[config.mk]
export PLATFORM = sky130hd
export DESIGN_NAME = sps_port
export DESIGN_NICKNAME = d
export VERILOG_FILES = /design/src/sps_pkg.sv /design/src/sps_port.sv /design/src/sps_clk_div.sv
export SDC_FILE = /design/constraint.sdc
export NUM_CORES = 1
export LEC_CHECK = 0
export BUFFER_PORTS_ARGS = -buffer_cell sky130_fd_sc_hd__buf_2
export CORE_MARGIN = 2
export CORE_UTILIZATION = 40
export CTS_CLUSTER_SIZE = 30
export DETAILED_ROUTE_END_ITERATION = 10
export SETUP_SLACK_MARGIN = 0.2
export SLEW_MARGIN = 40
export SYNTH_ARGS = -nofsm -noshare
export SYNTH_HDL_FRONTEND = slang
export SYNTH_HIERARCHICAL = 1
export SYNTH_SLANG_ARGS = --single-unit
export TNS_END_PERCENT = 10
[constraint.sdc]
create_clock -name ref_clk -period 3.7 [get_ports ref_clk]
set_clock_uncertainty 0.15 [all_clocks]
set_input_delay 0.74 -clock ref_clk [delete_from_list [all_inputs] [get_ports ref_clk]]
set_output_delay 0.74 -clock ref_clk [all_outputs]
set_load 0.01 [all_outputs]
[src/sps_pkg.sv]
// Package for the serial peripheral port: offsets, fields, reset values
package sps_pkg;
    // Register byte addresses on the special function register port
    localparam logic [7:0] SPS_ADDR_CONTROL = 8'hbc;
    localparam logic [7:0] SPS_ADDR_STATUS = 8'hbd;
    localparam logic [7:0] SPS_ADDR_DATA = 8'hbe;
    localparam logic [7:0] SPS_ADDR_IRQ_MASK = 8'hbf;
    // Control register fields
    localparam int SPS_CTL_PORT_EN = 7;
    localparam int SPS_CTL_CONTROLLER = 6;
    localparam int SPS_CTL_CPOL = 5;
    localparam int SPS_CTL_CPHA = 4;
    localparam int SPS_CTL_SEL_DIS = 3;
    localparam int SPS_CTL_BIT_ORDER = 2;
    localparam int SPS_CTL_RATE_LO = 0;
    // Status register fields
    localparam int SPS_ST_DONE = 7;
    localparam int SPS_ST_WRITE_COLLISION_FLAG = 6;
    localparam int SPS_ST_MODE_FAULT_FLAG = 5;
    localparam int SPS_ST_OVR = 4;
    localparam int SPS_ST_FULL = 3;
    localparam int SPS_ST_BUSY = 2;
    // Status bits that raise the interrupt
    localparam logic [7:0] SPS_ST_EVENT_MASK = 8'hf8;
    // Reset values
    localparam logic [7:0] SPS_CONTROL_RST = 8'h00;
    localparam logic [7:0] SPS_STATUS_RST = 8'h00;
    localparam logic [7:0] SPS_DATA_RST = 8'h00;
    localparam logic [7:0] SPS_MASK_RST = 8'h00;
    // Bits per transfer
    localparam logic [3:0] SPS_BITS_PER_BYTE = 4'h8;

    typedef enum logic [2:0] {
        SPS_IDLE = 3'b001,
        SPS_LEAD = 3'b010,
        SPS_TRAIL = 3'b100
    } sps_state_type;
endpackage

[src/sps_port.sv]
// Byte-wide serial peripheral port with status, data and control registers
// Functional notes
// - Bit order select 0 shifts MSB first, 1 shifts LSB first.
// - Controller serial clock is system clock over 2, 4, 8 or 16.
// - Transfer done flag, status bit 7, sets when each transfer completes.
// - Transfer done clears on interrupt vectoring or software writing 0.
// - Write collision, bit 6, sets on data write while busy.
// - Write collision clears on writing 0 or data rewrite when not busy.
// - Controller with select enabled: select low sets mode fault, bit 5.
// - Mode fault setting clears port enable and controller mode bits.
// - Overrun, bit 4, sets when transfer ends with receive full set.
// - Receive full, bit 3, sets each transfer end; cleared by 0 or read.
// - Read-only busy, bit 2, high only while a transfer runs.
// - Controller data write loads shift register and starts a transfer.
// - Data read returns receive buffer, not the shift register.
// - Port inactive while port enable is 0.
// - Serial clock idles at clock polarity level.
// - Phase 0 samples on first edge, phase 1 on second edge.
// - Select pin used when select disable is 0, ignored when 1.
`timescale 1ns/1ps
module sps_port
    import sps_pkg::*;
(
    input wire logic ref_clk, // 40 MHz system clock
    input wire logic arst_n, // Async reset, active low
    input wire logic [7:0] reg_addr, // Register address
    input wire logic [7:0] reg_wdata, // Write data
    input wire logic reg_wr, // Write strobe
    input wire logic reg_rd, // Read strobe
    output logic [7:0] reg_rdata, // Read data, cycle after strobe
    input wire logic irq_vector, // Interrupt vectored acknowledge pulse
    output logic irq, // Level interrupt
    input wire logic sclk_in, // Serial clock from pin
    output logic sclk_out, // Serial clock drive
    output logic sclk_oe_n, // Serial clock enable, low drives
    input wire logic mosi_in, // Controller out pin level
    output logic mosi_out, // Controller out drive
    output logic mosi_oe_n, // Controller out enable, low drives
    input wire logic miso_in, // Peripheral out pin level
    output logic miso_out, // Peripheral out drive
    output logic miso_oe_n, // Peripheral out enable, low drives
    input wire logic sel_n // Slave-select pin, active low
);
    typedef struct packed {
        sps_state_type st;
        logic [7:0] ctl;
        logic [7:0] sta;
        logic [7:0] mask;
        logic [7:0] rxbuf;
        logic [7:0] shreg;
        logic [3:0] bitcnt;
        logic sample;
        logic sclk_prev;
        logic sclk;
        logic mosi;
        logic miso;
        logic sclk_oe_n;
        logic mosi_oe_n;
        logic miso_oe_n;
        logic [7:0] rdata;
        logic irq;
    } sps_state_reg_type;

    sps_state_reg_type s_r, s_nxt;
    logic half_tick;
    logic en, ctrl, cpol, cpha, bit_order_select, sel_used;
    logic busy, leading, trailing, out_bit, in_bit;
    logic done, sel_fault;
    logic wr_ctl, wr_sta, wr_dat, wr_msk, rd_dat;

    assign en = s_r.ctl[SPS_CTL_PORT_EN];
    assign ctrl = s_r.ctl[SPS_CTL_CONTROLLER];
    assign cpol = s_r.ctl[SPS_CTL_CPOL];
    assign cpha = s_r.ctl[SPS_CTL_CPHA];
    assign bit_order_select = s_r.ctl[SPS_CTL_BIT_ORDER];
    assign sel_used = !s_r.ctl[SPS_CTL_SEL_DIS];
    assign busy = (s_r.st != SPS_IDLE);

    sps_clk_div u_div (
        .ref_clk(ref_clk),
        .arst_n(arst_n),
        .run(busy && ctrl),
        .rate_sel(s_r.ctl[SPS_CTL_RATE_LO +: 2]),
        .half_tick(half_tick)
    );

    always_comb begin
        wr_ctl = 1'b0;
        wr_sta = 1'b0;
        wr_dat = 1'b0;
        wr_msk = 1'b0;
        rd_dat = 1'b0;
        if (reg_addr == SPS_ADDR_CONTROL) begin
            wr_ctl = reg_wr;
        end else if (reg_addr == SPS_ADDR_STATUS) begin
            wr_sta = reg_wr;
        end else if (reg_addr == SPS_ADDR_DATA) begin
            wr_dat = reg_wr;
            rd_dat = reg_rd;
        end else if (reg_addr == SPS_ADDR_IRQ_MASK) begin
            wr_msk = reg_wr;
        end
    end

    // Serial clock edges: controller uses divider, peripheral watches the pin
    always_comb begin
        if (ctrl) begin
            leading = half_tick && s_r.st == SPS_LEAD;
            trailing = half_tick && s_r.st == SPS_TRAIL;
        end else begin
            leading = (sclk_in != s_r.sclk_prev) && (sclk_in != cpol);
            trailing = (sclk_in != s_r.sclk_prev) && (sclk_in == cpol);
        end
        out_bit = bit_order_select ? s_r.shreg[0] : s_r.shreg[7];
        in_bit = ctrl ? miso_in : mosi_in;
    end

    assign sel_fault = en && ctrl && sel_used && !sel_n;

    always_comb begin
        s_nxt = s_r;
        done = 1'b0;
        s_nxt.sclk_prev = sclk_in;
        // Transfer engine
        case (s_r.st)
            SPS_IDLE: begin
                s_nxt.bitcnt = 4'h0;
                if (en && ctrl && wr_dat) begin
                    s_nxt.shreg = reg_wdata;
                    s_nxt.st = SPS_LEAD;
                end else if (en && !ctrl && !(sel_used && sel_n) && !cpha && leading) begin
                    // Phase 0 peripheral: first edge already samples
                    s_nxt.sample = in_bit;
                    s_nxt.st = SPS_TRAIL;
                end else if (en && !ctrl && !(sel_used && sel_n) && cpha && leading) begin
                    s_nxt.st = SPS_TRAIL;
                end
            end
            SPS_LEAD: begin
                if (leading) begin
                    if (!cpha) begin
                        s_nxt.sample = in_bit;
                    end
                    s_nxt.st = SPS_TRAIL;
                end
            end
            SPS_TRAIL: begin
                if (trailing) begin
                    s_nxt.shreg = bit_order_select ? {cpha ? in_bit : s_r.sample, s_r.shreg[7:1]}
                        : {s_r.shreg[6:0], cpha ? in_bit : s_r.sample};
                    s_nxt.bitcnt = s_r.bitcnt + 4'h1;
                    s_nxt.st = SPS_LEAD;
                    if (s_r.bitcnt == SPS_BITS_PER_BYTE - 4'h1) begin
                        s_nxt.st = SPS_IDLE;
                        done = 1'b1;
                    end
                end
            end
            default: s_nxt.st = SPS_IDLE;
        endcase
        // Peripheral whose select rises mid-byte abandons the byte
        if (!en || (!ctrl && sel_used && sel_n && busy)) begin
            s_nxt.st = SPS_IDLE;
        end
        if (done) begin
            s_nxt.rxbuf = s_nxt.shreg;
        end
        // Pins: serial clock toggles per half period, idles at polarity
        s_nxt.sclk_oe_n = !(en && ctrl);
        s_nxt.mosi_oe_n = !(en && ctrl);
        s_nxt.miso_oe_n = !(en && !ctrl && !(sel_used && sel_n));
        if (s_nxt.st == SPS_IDLE) begin
            s_nxt.sclk = cpol;
        end else if (leading || trailing) begin
            s_nxt.sclk = !s_r.sclk;
        end
        // Phase 1 shifts out on leading edge, phase 0 presents before it
        if ((cpha && leading) || (!cpha && (s_nxt.st == SPS_LEAD || s_r.st == SPS_IDLE))) begin
            s_nxt.mosi = bit_order_select ? s_nxt.shreg[0] : s_nxt.shreg[7];
            s_nxt.miso = bit_order_select ? s_nxt.shreg[0] : s_nxt.shreg[7];
        end else if (!cpha && trailing) begin
            s_nxt.mosi = out_bit;
            s_nxt.miso = out_bit;
        end
        // Registers written by software; hardware sets win below
        if (wr_ctl) begin
            s_nxt.ctl = reg_wdata;
        end
        if (wr_msk) begin
            s_nxt.mask = reg_wdata;
        end
        if (wr_sta) begin
            for (int i = SPS_ST_FULL; i <= SPS_ST_DONE; i++) begin
                if (!reg_wdata[i]) begin
                    s_nxt.sta[i] = 1'b0;
                end
            end
        end
        if (irq_vector) begin
            s_nxt.sta[SPS_ST_DONE] = 1'b0;
        end
        if (wr_dat && !busy) begin
            s_nxt.sta[SPS_ST_WRITE_COLLISION_FLAG] = 1'b0;
        end
        if (rd_dat) begin
            s_nxt.sta[SPS_ST_OVR] = 1'b0;
            s_nxt.sta[SPS_ST_FULL] = 1'b0;
        end
        if (wr_dat && busy) begin
            s_nxt.sta[SPS_ST_WRITE_COLLISION_FLAG] = 1'b1;
        end
        if (done) begin
            s_nxt.sta[SPS_ST_DONE] = 1'b1;
            s_nxt.sta[SPS_ST_FULL] = 1'b1;
            if (s_r.sta[SPS_ST_FULL]) begin
                s_nxt.sta[SPS_ST_OVR] = 1'b1;
            end
        end
        if (sel_fault) begin
            s_nxt.sta[SPS_ST_MODE_FAULT_FLAG] = 1'b1;
            s_nxt.ctl[SPS_CTL_PORT_EN] = 1'b0;
            s_nxt.ctl[SPS_CTL_CONTROLLER] = 1'b0;
            s_nxt.st = SPS_IDLE;
        end
        s_nxt.sta[SPS_ST_BUSY] = (s_nxt.st != SPS_IDLE);
        s_nxt.sta[1:0] = 2'h0;
        // Read data
        s_nxt.rdata = 8'h00;
        if (reg_rd) begin
            if (reg_addr == SPS_ADDR_CONTROL) begin
                s_nxt.rdata = s_r.ctl;
            end else if (reg_addr == SPS_ADDR_STATUS) begin
                s_nxt.rdata = s_r.sta;
            end else if (reg_addr == SPS_ADDR_DATA) begin
                s_nxt.rdata = s_r.rxbuf;
            end else if (reg_addr == SPS_ADDR_IRQ_MASK) begin
                s_nxt.rdata = s_r.mask;
            end
        end
        s_nxt.irq = |(s_nxt.sta & s_nxt.mask & SPS_ST_EVENT_MASK);
    end

    always_ff @(posedge ref_clk or negedge arst_n) begin
        if (!arst_n) begin
            s_r <= '0;
            s_r.st <= SPS_IDLE;
            s_r.ctl <= SPS_CONTROL_RST;
            s_r.sta <= SPS_STATUS_RST;
            s_r.mask <= SPS_MASK_RST;
            s_r.rxbuf <= SPS_DATA_RST;
            s_r.sclk_oe_n <= 1'b1;
            s_r.mosi_oe_n <= 1'b1;
            s_r.miso_oe_n <= 1'b1;
        end else begin
            s_r <= s_nxt;
        end
    end

    assign reg_rdata = s_r.rdata;
    assign irq = s_r.irq;
    assign sclk_out = s_r.sclk;
    assign sclk_oe_n = s_r.sclk_oe_n;
    assign mosi_out = s_r.mosi;
    assign mosi_oe_n = s_r.mosi_oe_n;
    assign miso_out = s_r.miso;
    assign miso_oe_n = s_r.miso_oe_n;

    chk_fault_drops_enable: assert property (@(posedge ref_clk) disable iff (!arst_n)
        sel_fault |=> !s_r.ctl[SPS_CTL_PORT_EN] && s_r.sta[SPS_ST_MODE_FAULT_FLAG])
        else $error("mode fault did not drop enable");
    chk_write_collision_flag_on_busy: assert property (@(posedge ref_clk) disable iff (!arst_n)
        (wr_dat && busy) |=> s_r.sta[SPS_ST_WRITE_COLLISION_FLAG])
        else $error("write collision not flagged");
    chk_done_sets_flags: assert property (@(posedge ref_clk) disable iff (!arst_n)
        done |=> s_r.sta[SPS_ST_DONE] && s_r.sta[SPS_ST_FULL] && !s_r.sta[SPS_ST_BUSY])
        else $error("transfer end flags missing");
    chk_overrun_set: assert property (@(posedge ref_clk) disable iff (!arst_n)
        (done && s_r.sta[SPS_ST_FULL]) |=> s_r.sta[SPS_ST_OVR])
        else $error("overrun not flagged");
    chk_read_clears_full: assert property (@(posedge ref_clk) disable iff (!arst_n)
        (rd_dat && !done) |=> !s_r.sta[SPS_ST_FULL] && reg_rdata == $past(s_r.rxbuf))
        else $error("data read did not clear full");
    chk_busy_tracks: assert property (@(posedge ref_clk) disable iff (!arst_n)
        s_r.sta[SPS_ST_BUSY] == busy)
        else $error("busy flag mismatch");
    chk_start_on_write: assert property (@(posedge ref_clk) disable iff (!arst_n)
        (en && ctrl && !busy && wr_dat && !sel_fault) |=> busy && s_r.shreg == $past(reg_wdata))
        else $error("write did not start transfer");
    chk_idle_clock_level: assert property (@(posedge ref_clk) disable iff (!arst_n)
        (!busy && $past(!busy)) |-> sclk_out == $past(cpol))
        else $error("serial clock not at idle level");
    chk_vector_clears: assert property (@(posedge ref_clk) disable iff (!arst_n)
        (irq_vector && !done) |=> !s_r.sta[SPS_ST_DONE])
        else $error("vectoring did not clear done");
    chk_write_collision_flag_rewrite: assert property (@(posedge ref_clk) disable iff (!arst_n)
        (wr_dat && !busy) |=> !s_r.sta[SPS_ST_WRITE_COLLISION_FLAG])
        else $error("write collision not cleared");
    chk_disabled_idle: assert property (@(posedge ref_clk) disable iff (!arst_n)
        !en |=> !busy && s_r.sclk_oe_n)
        else $error("disabled port still active");
endmodule

[src/sps_clk_div.sv]
// Serial clock rate divider producing a one-cycle half-period enable
`timescale 1ns/1ps
module sps_clk_div
    import sps_pkg::*;
(
    input wire logic ref_clk, // System clock
    input wire logic arst_n, // Async reset, active low
    input wire logic run, // Count while high, restart when low
    input wire logic [1:0] rate_sel, // Clock rate select
    output logic half_tick // One-cycle pulse each half serial period
);
    typedef struct packed {
        logic [2:0] cnt;
        logic tick;
    } sps_div_type;

    sps_div_type s_r, s_nxt;
    logic [2:0] half_limit;

    // Full period is 2,4,8,16 system clocks so half is 1,2,4,8
    always_comb begin
        half_limit = 3'((4'h1 << rate_sel) - 4'h1);
        s_nxt = s_r;
        s_nxt.tick = 1'b0;
        if (!run) begin
            s_nxt.cnt = 3'h0;
        end else if (s_r.cnt >= half_limit) begin
            s_nxt.cnt = 3'h0;
            s_nxt.tick = 1'b1;
        end else begin
            s_nxt.cnt = s_r.cnt + 3'h1;
        end
    end

    always_ff @(posedge ref_clk or negedge arst_n) begin
        if (!arst_n) begin
            s_r <= '0;
        end else begin
            s_r <= s_nxt;
        end
    end

    assign half_tick = s_r.tick;
endmodule

Word level (Yosys, flattened, before mapping) --
Index checks and enable logic that the tools add are counted.
Operators by class: add/sub/neg operators 3, order comparisons 1, equality and inequality tests 20, shifts and indexed selects 1, mux-type cells 69, bitwise logic cells 1, reductions and logical operators 46
Operators by type and width (count):
- $mux 8 | 9
- $mux 1 | 41
- $eq 8x8->1 const B | 4
- $logic_and 1x1->1 | 24
- $mux 3 | 8
- $pmux 12 s2 | 1
- $mux 12 | 1
- $logic_not 1->1 | 10
- $mux 2 | 5
- $mux 5 | 2
- $ne 2x2->1 const B | 5
- $reduce_bool 2->1 | 5
- $pmux 3 s3 | 1
- $and 8x8->8 | 1
- $eq 3x1->1 const B | 2
- $eq 3x2->1 const B | 2
- $ne 3x1->1 const B | 2
- $reduce_and 5->1 | 1
- $reduce_or 5->1 | 1
- $add 4x1->4 const B | 1
- $eq 4x3->1 const B | 1
- $logic_or 1x1->1 | 4
- $add 3x1->3 const B | 1
- $eq 3x3->1 const B | 1
- other kinds (7) | 8
Storage, ports and cells: register bits 65, output and inout bits 15, logic and storage cells 160

Logic depth before layout (Yosys ltp) --
Gate-level depths: netlist of the first run.
depth after elaboration 16, mapped depth 9, depth with buffers taken out 7

Cells and area by module --
Netlist of the first run, hierarchy kept.
Modules (own cells, without submodules):
- sps_port | instances 1, cells an instance 294, area an instance 3164.3 sq um
- sps_clk_div | instances 1, cells an instance 23, area an instance 244.0 sq um

Worst setup path before layout of the first run --
Ideal clock, no wire load.
path type input -> register, start input port reg_addr[6], end register s_r, in the netlist irq, setup time 0.139 ns, arrival 2.382 ns, setup slack 1.030 ns, stages on the path 6, path buffers 0, path through nand4b_4 -> or3_1 -> o32a_1 -> a32o_1 -> a21oi_1 -> or4b_1
RTL lines:
- start: declaration | line sps_port.sv:26 | input wire logic [7:0] reg_addr,
- end signal: assignment | line sps_port.sv:255 | s_r <= s_nxt;
- end: declaration | line sps_port.sv:64 | sps_state_reg_type s_r, s_nxt;

==> results of run 1 <==
==> worst register-to-register path, delay by kind of cell (launching register included) <==
family,cells,cell delay [ns]
compound gates,3,0.74
flops,1,0.65
simple gates,2,0.57
buf+inv,2,0.37
==> cell type report <==
class / count / area, µm² / share of cell area [%]
Multi-Input combinational cell: 216 / 1620 / 41.6
Sequential cell: 64 / 1610 / 41.3
Timing Repair Buffer: 46 / 251 / 6.47
Clock buffer: 14 / 173 / 4.44
Tap cell: 105 / 131 / 3.38
Clock inverter: 2 / 60.1 / 1.54
Inverter: 13 / 48.8 / 1.25
==> routing by layer <==
| metal | wire length [µm] | track usage (%) | vias to the layer above |
|---|---|---|---|
| li1 | - | - | 1218 |
| met4 | 94 | 7.04 | 0 |
| met3 | 364 | 3.05 | 9 |
| met5 | 0 | 0 | - |
| met2 | 3650 | 28.1 | 56 |
| met1 | 3730 | 26.1 | 1267 |
==> where the power goes <==
| group | leakage (nW) | switching [mW] | internal, mW | total [mW] |
|---|---|---|---|---|
| Clock | 0.117 | 0.270 | 0.436 | 0.706 |
| Combinational | 0.834 | 0.0625 | 0.0477 | 0.110 |
| Sequential | 0.866 | 0.0190 | 0.715 | 0.734 |
| Total | 1.82 | 0.352 | 1.20 | 1.55 |
==> cells by family after synthesis <==
group                    after synthesis  share of synthesized area (%)
buffers and inverters                 37                           5.58
AND/OR/NAND/NOR                       93                           15.7
adder cells (fa/ha/maj)                5                           1.84
AO/OA/AOI/OAI                         66                           13.7
XOR/XNOR                               3                          0.771
flip-flops                            64                           47.1
multiplexers                          49                           15.3
==> cell usage in the layout (no fill, tap or decap), drive strengths merged, types with 2 or more instances in the layout <==
cell,n
a21oi,8
a221oi,9
a31oi,6
nor3b,6
nand3,4
mux2i,26
dfrtp,61
o32a,2
inv,13
or3,2
clkbuf,14
nor2b,7
buf,46
o21ai,21
dfstp,3
nor4,3
xnor2,2
nand2b,7
mux2,23
or4,2
nand2,18
ha,5
bufinv,2
nand4,2
or3b,2
a211oi,5
nor3,5
nor2,27
o2bb2ai,3
or2,2
a221o,7
==> final timing paths <==
path / startpoint / end / slack (ns) / cells past startpoint
worst min-delay path: arst_n / u_div/s_r[2] / 0.31 / 2
worst min register to register: u_div/s_r[1] / u_div/s_r[1] / 0.31 / 1
min in group ref_clk: u_div/s_r[1] / u_div/s_r[1] / 0.31 / 1
max in group asynchronous: arst_n / s_r[28] / 2.67 / 2
worst max register to register: ctrl / irq / 1.09 / 7
worst max-delay path: reg_addr[0] / irq / 0.91 / 6
==> through the flow <==
step           cells  hold slack, ns  instance area, µm²
2_1_floorplan    317           0.281                3410
3_3_place_gp     444           0.300                3650
3_5_place_dp     444           0.303                3650
4_1_cts          460           0.313                3880
5_1_grt          460           0.337                3890
6_report         460           0.311                3890
==> metrics.cfg, run 1 <==
[die]
coreArea_um2=8260
die_x_um=96.3
die_y_um=96.3
start_util_pct=41.3
die_area_um2=9270
fp-row-count=33
io_pins=40

[placed_design]
dp_hpwl_mm=5.64
gp_congestion=0.850
place_ws_ns=0.587
io_buffers=39

[final_layout]
area_growth_syn_to_layout_pct=14.1
registers.top_by_ff_count=s_r
drive_above_1_share_pct=27.9
utilization_pct=47.1
fill_cells=783
largest_reg_flops=41
antenna_cells=0
nNetsFinal=380

[clock_tree]
post-cts-setup-buffers=0
cts_resized=0
cts_buffers=9
cts_tree=yes
hold_buffers=0
clock_sinks=64
root_buffer=clkbuf_8
clk_latency_ns=0.34
clock_path_buffers=2
clk_pin_slew_ns=0.07
ctsHtreeMaxLevel=3

[logic_synthesis]
yosys_warnings=6
avgSynthCellArea_um2=10.8
ys_async_sr_fraction_pct=100
synthFlopType=dfrtp_1
synth_cell_types=56
netlist_area_um2=3410
yosys.area.top_type_share_pct=44.8
ys_ff_latch=64
synth-edff-count=0
post_synth_inst_count=317
yosysMostFrequentCell=dfrtp_1
ys_seq_area_share_pct=47.1
synth_common_cells=dfrtp_1 (61), mux2i_1 (26), nor2_1 (25)
syn_nets=347
yosysTopAreaCell=dfrtp_1
synth_area_leaders=dfrtp_1 (45%), mux2i_1 (7.6%), mux2_2 (7.3%), nor2_1 (2.8%), o21ai_0 (2.5%)

[power_and_ir_drop]
powerDensity_nw_per_um2=399
peakVddDrop_mv=0.163
p_total_mw=1.55
p_leak_nw=1.82

[status]
status=finished clean

[sta]
finalSetupViolCount=0
min_period_ns=2.79
drv_slew=0
layout_setup_ws_ns=0.914
hold_viol=0
post-route-period-util_pct=75.3
relSlewSlack_pct=60.3
worst_slew_pin_slew_ns=0.594
max_freq_mhz=359
grt_setup_unrepaired=no
finalSetupTns_ns=0

[critical_path]
crit_type=input port to register
path_buf_inv=1
cp_data_required_time_ns=3.76
cp_slowest_stage_delay_ns=0.62
slowest_stage=or4_1
cp-start-kind=input port
crit_chain=buf_2, nand2_1, or4_1, mux2_4, a21oi_1, or4b_1
cp_max_fo=20
crit_path_end_kind=register
cp_data_arrival_time_ns=2.85
critPathTopFamily=simple AND/OR/NAND/NOR gates

[routing]
ant_nets=0
firstDrtPassIters=4
drc=0
vias=2550
routed_wl_mm=7.84
drtIter0Drc=147
via_per_inst=5.54
wl_per_cell_um=17.0

[min_path]
hold_class=input port to asynchronous set/reset pin

[global_routing]
grt_pass1_vias=2445
antenna_found_initial=0
grtUsageTotal_pct=18.4
grt_max_degree=65
grt_pass1_wl_mm=12.7
grt-ovfl-total=0

[job]
maxCapViolCount=0

Power figures use the tool's default switching activity.
==> run 2: changes to the inputs <==
==> constraint.sdc (replaced) <==
create_clock -name ref_clk -period 2.8 [get_ports ref_clk]
set_clock_uncertainty 0.15 [all_clocks]
set_input_delay 0.56 -clock ref_clk [delete_from_list [all_inputs] [get_ports ref_clk]]
set_output_delay 0.56 -clock ref_clk [all_outputs]
set_load 0.01 [all_outputs]
==> run 2 against run 1 <==
  * Clock-buffer cell count fell by 4
  * Sequential share of layout area fell by 1.1 points
  * Register-to-register slack got worse by 0.81 ns
  * Via count rose by 3.6%
  * Critical endpoint is now s_r[35]
  * Combinational power rose by 45%
  * Total power rose by 33%
  * Sequential power rose by 32%
  * Non-clock buffer count rose by 12
  * Routed wire length rose by 4.5%
  * Clock power rose by 32%
==> metrics.cfg, run 2 (same netlist as run 1, synthesis figures left out) <==
[status]
status=finished clean

[sta]
drv_slew=0  ; unchanged
max_freq_mhz=397
layout_setup_ws_ns=0.284  ; -0.630 ns
min_period_ns=2.52
post-route-period-util_pct=89.9
worst_slew_pin_slew_ns=0.606  ; +0.0124 ns
hold_viol=0  ; unchanged
relSlewSlack_pct=59.2  ; -1.1 points
grt_setup_unrepaired=yes
finalSetupViolCount=0  ; unchanged
whs_ns=0.0601  ; -0.250 ns
finalSetupTns_ns=0  ; unchanged

[routing]
drc=0  ; unchanged
vias=2642  ; +3.6%
drtIter0Drc=251  ; +71%
ant_nets=0  ; unchanged
wl_per_cell_um=17.4  ; +1.8%
routed_wl_mm=8.19  ; +4.5%
firstDrtPassIters=5  ; +1
via_per_inst=5.60  ; +0.97%

[global_routing]
grt_pass1_vias=2595  ; +6.1%
top_usage_layer=met2
gr-usage-met2_pct=28.8  ; +0.69 points
grt_max_degree=65  ; unchanged
grtUsageTotal_pct=19.6  ; +1.2 points
antenna_found_initial=0  ; unchanged
met3_usage_pct=3.92  ; +0.86 points
met1_usage_pct=27.9  ; +1.8 points
grt_pass1_wl_mm=13.6  ; +6.6%
grt-ovfl-total=0  ; unchanged

[die]
coreArea_um2=8260  ; unchanged
start_util_pct=41.3  ; unchanged
io_pins=40  ; unchanged
die_area_um2=9270  ; unchanged
die_x_um=96.3  ; unchanged
die_y_um=96.3  ; unchanged
fp-row-count=33  ; unchanged

[clock_tree]
post-cts-setup-buffers=0  ; unchanged
cts_buffers=9  ; unchanged
root_buffer=clkbuf_8
clk_pin_slew_ns=0.08  ; about the same
ctsHtreeMaxLevel=3  ; unchanged
clock_sinks=64  ; unchanged
cts_tree=yes
clock_path_buffers=2  ; unchanged
clk_latency_ns=0.36  ; +0.02 ns

[final_layout]
utilization_pct=48.4  ; +1.3 points
area_growth_syn_to_layout_pct=17.3
nNetsFinal=392  ; +3.2%
layout_common_cells=dfrtp_1 (61), buf_2 (39), mux2i_1 (26)
final_cells=472  ; +2.6%
final_common_cell=dfrtp_1
antenna_cells=0  ; unchanged
fill_cells=795  ; +1.5%
registers.top_by_ff_count=s_r
drive_above_1_share_pct=31.1  ; +3.2 points
largest_reg_flops=41  ; unchanged

[placed_design]
dp_hpwl_mm=5.87  ; +4.2%
dp.cells=456  ; +2.7%
io_buffers=39  ; unchanged
place_ws_ns=0.108  ; -0.479 ns
gp_congestion=0.874  ; +2.7%

[min_path]
hold_class=input port to asynchronous set/reset pin

[critical_path]
cp_max_fo=7  ; -65%
crit_path_end_kind=register
crit_type=register to register
cp_data_arrival_time_ns=2.60  ; -0.25 ns
setup.worst_path.start=s_r[63]
ff2ff_path_depth=7  ; unchanged
cp_data_required_time_ns=2.89  ; -0.87 ns
cp-start-kind=register
r2r-start=s_r[63]

[job]
maxCapViolCount=0  ; unchanged

[power_and_ir_drop]
p_leak_nw=1.88  ; +3.4%
powerDensity_nw_per_um2=515  ; +29%
peakVddDrop_mv=0.311  ; +90%

## run 2: cell types whose count changed in the layout (fill, tap and decap cells not counted), sizes merged
| cell | before | now |
|---|---|---|
| buf | 46 | 58 |
| clkbuf | 14 | 10 |
| inv | 13 | 14 |
| clkinv | 0 | 3 |
## run 2: final timing paths
check | end | slack, ns
setup / recovery | s_r[35] | 0.28
setup reg to reg | s_r[35] | 0.28
hold / removal | u_div/s_r[3] | 0.06
hold reg to reg | u_div/s_r[1] | 0.32
max in group asynchronous | s_r[61] | 2.11
min in group ref_clk | s_r[15] | 0.22
## run 2: cell type report
class	count	area [µm²]	area share, %
multi-input cells	216	1630	40.8
inverters	13	48.8	1.22
well taps	105	131	3.29
repair buffers	58	350	8.76
clock buffers	10	138	3.44
flip-flops and latches	64	1610	40.2
clock inverters	6	91.3	2.28
## run 2: stage by stage
| step | area, µm² | power [mW] |
|---|---|---|
| after floorplan | 3410 | 1.06 |
| after global placement | 3750 | 1.14 |
| after detailed placement | 3750 | 1.14 |
| after CTS | 3980 | 2.08 |
| after global routing | 4000 | 2.14 |
| final | 4000 | 2.06 |
## run 2: what timing repair did
action	4_1_cts	5_1_grt
endpoints found under the setup margin	0	8
hold buffers	0	0
resized for setup	0	1
## run 2: layer usage
layer	vias to the layer above	part of all wire, %
met4	0	2.1
li1	1248	-
met5	-	0
met1	1303	46
met2	76	47
met3	15	5.2
## run 2: critical path, stage by stage, from the launching register on
cell and delay [ns]:
dfrtp_1 0.46, nor3b_2 0.27, o21ai_1 0.18, buf_4 0.18, nor2_1 0.35, nor2_2 0.18, a221o_1 0.36, mux2_2 0.27
## run 2: power breakdown
| group | switching [mW] | total (mW) | internal (mW) | leakage, nW |
|---|---|---|---|---|
| clock network | 0.403 | 0.933 | 0.530 | 0.117 |
| registers | 0.0220 | 0.966 | 0.944 | 0.866 |
| logic | 0.0877 | 0.160 | 0.0721 | 0.896 |
| total | 0.512 | 2.06 | 1.55 | 1.88 |
==> run 3: changes to the inputs <==
--- a/config.mk
+++ b/config.mk
@@ -10,6 +10,7 @@
 export CORE_UTILIZATION = 40
 export CTS_CLUSTER_SIZE = 30
 export DETAILED_ROUTE_END_ITERATION = 10
+export PLACE_DENSITY = 0.66
 export SETUP_SLACK_MARGIN = 0.2
 export SLEW_MARGIN = 40
 export SYNTH_ARGS = -nofsm -noshare
==> run 3 against run 2 <==
  * Utilization fell by 0.48 points
  * Die area stayed put
  * Global-route usage shrank 1.8 points
  * First-iteration DRC count fell by 43%
  * Combinational power decreased by 4%
  * Highest routed layer unchanged
  * Critical path depth shrank 1
  * Non-clock buffer count decreased by 3
==> metrics.cfg, run 3 (same netlist as run 1, synthesis figures left out) <==
[final_layout]
drive_above_1_share_pct=30.5  ; -0.57 points
layout_common_cells=dfrtp_1 (61), buf_2 (39), mux2i_1 (26)
utilization_pct=47.9  ; -0.48 points
fill_cells=784  ; -1.4%
largest_reg_flops=41  ; unchanged
antenna_cells=0  ; unchanged
final_common_cell=dfrtp_1
nNetsFinal=389  ; -0.77%
registers.top_by_ff_count=s_r
area_growth_syn_to_layout_pct=16.1

[routing]
maxUsedRoutingLayer=met4
drc=0  ; unchanged
wl_met2_mm=3.62  ; -5.2%
routed_wl_mm=7.81  ; -4.7%
drtIter0Drc=142  ; -43%
vias=2600  ; -1.6%
wl_per_cell_um=16.7  ; -4.1%
via_per_inst=5.54  ; -0.96%
m1WireLength_mm=3.76  ; -0.69%
ant_nets=0  ; unchanged
dr_wl_met3_um=364  ; -14%
firstDrtPassIters=4  ; -1

[critical_path]
cp_data_required_time_ns=2.86  ; -0.03 ns
crit_type=register to register
cp-start-kind=register
cp_max_fo=6  ; -1
cp_data_arrival_time_ns=2.50  ; -0.10 ns
crit_path_end_kind=register
ff2ff_path_depth=6  ; -1

[global_routing]
grt_pass1_vias=2371  ; -8.6%
grt_max_degree=41  ; -37%
grt_pass1_wl_mm=12.4  ; -8.8%
antenna_found_initial=0  ; unchanged
grt-ovfl-total=0  ; unchanged
grtUsageTotal_pct=17.8  ; -1.8 points

[sta]
finalSetupTns_ns=0  ; unchanged
hold_viol=0  ; unchanged
min_period_ns=2.44  ; -0.0750 ns
relSlewSlack_pct=60.2  ; +1.1 points
grt_setup_unrepaired=no
finalSetupViolCount=0  ; unchanged
drv_slew=0  ; unchanged
layout_setup_ws_ns=0.359  ; +0.0750 ns
worst_slew_pin_slew_ns=0.597  ; -0.00935 ns
max_freq_mhz=410  ; +3.1%
post-route-period-util_pct=87.2  ; -2.7 points

[power_and_ir_drop]
p_total_mw=2.00  ; -3.1%
powerDensity_nw_per_um2=504  ; -2.1%
peakVddDrop_mv=0.299  ; -3.7%
p_leak_nw=1.86  ; -1.0%

[clock_tree]
clk_pin_slew_ns=0.07  ; about the same
cts_tree=yes
clk_latency_ns=0.34  ; -0.02 ns
clock_path_buffers=2  ; unchanged
cts_buffers=9  ; unchanged
root_buffer=clkbuf_8
ctsHtreeMaxLevel=3  ; unchanged
clock_sinks=64  ; unchanged
post-cts-setup-buffers=0  ; unchanged

[die]
start_util_pct=41.3  ; unchanged
die_area_um2=9270  ; unchanged
die_y_um=96.3  ; unchanged
coreArea_um2=8260  ; unchanged
die_x_um=96.3  ; unchanged
io_pins=40  ; unchanged
fp-row-count=33  ; unchanged

[placed_design]
dp_hpwl_mm=5.73  ; -2.4%
io_buffers=39  ; unchanged
place_ws_ns=0.0970  ; -0.0111 ns
gp_congestion=0.885  ; +1.4%

[status]
status=finished clean

[min_path]
hold_class=input port to asynchronous set/reset pin

[job]
maxCapViolCount=0  ; unchanged

==> run 3: what timing repair did <==
item	CTS	global route
resized for setup	0	1
endpoints found under the setup margin	0	1
hold buffers	0	0
==> run 3: metal layers <==
metal  global-route usage, %  vias to the layer above
li1                        -                     1235
met4                    4.23                        0
met2                    26.6                       68
met5                       0                        -
met1                    25.9                     1290
met3                    4.46                        7
==> run 3: final timing paths <==
check,start,end,slack [ns]
setup / recovery,s_r[61],irq,0.36
hold / removal,arst_n,s_r[38],0.08
setup reg to reg,s_r[61],irq,0.36
hold reg to reg,u_div/s_r[1],u_div/s_r[1],0.32
max in group asynchronous,arst_n,mosi_oe_n,1.74
min in group ref_clk,sclk_in,s_r[15],0.23
==> run 3: cell type report <==
type,instances,area (µm²),area share (%)
Sequential cell,64,1610,40.6
Timing Repair Buffer,55,328,8.28
Multi-Input combinational cell,216,1620,41.0
Clock inverter,6,82.6,2.09
Clock buffer,10,138,3.48
Tap cell,105,131,3.32
Inverter,13,48.8,1.23
==> run 3: worst max-delay path: stages (launching register included) <==
cell	delay (ns)
dfstp_2	0.58
nor2b_1	0.22
nand2b_1	0.27
o2bb2ai_1	0.27
a32o_1	0.29
a21oi_1	0.10
or4b_1	0.44
==> run 3: where the power goes <==
part	switching (mW)	internal, mW	leakage [nW]
combinational	0.0864	0.0681	0.882
sequential	0.0224	0.944	0.866
clock	0.353	0.521	0.112
==> run 3: metrics by stage <==
| step | hold slack (ns) | cells | area (µm²) |
|---|---|---|---|
| final | 0.0759 | 469 | 3960 |
| after global routing | 0.107 | 469 | 3960 |
| after CTS | 0.0851 | 469 | 3950 |
| after detailed placement | 0.315 | 453 | 3730 |
| after global placement | 0.304 | 453 | 3730 |
| after floorplan | 0.114 | 317 | 3410 |
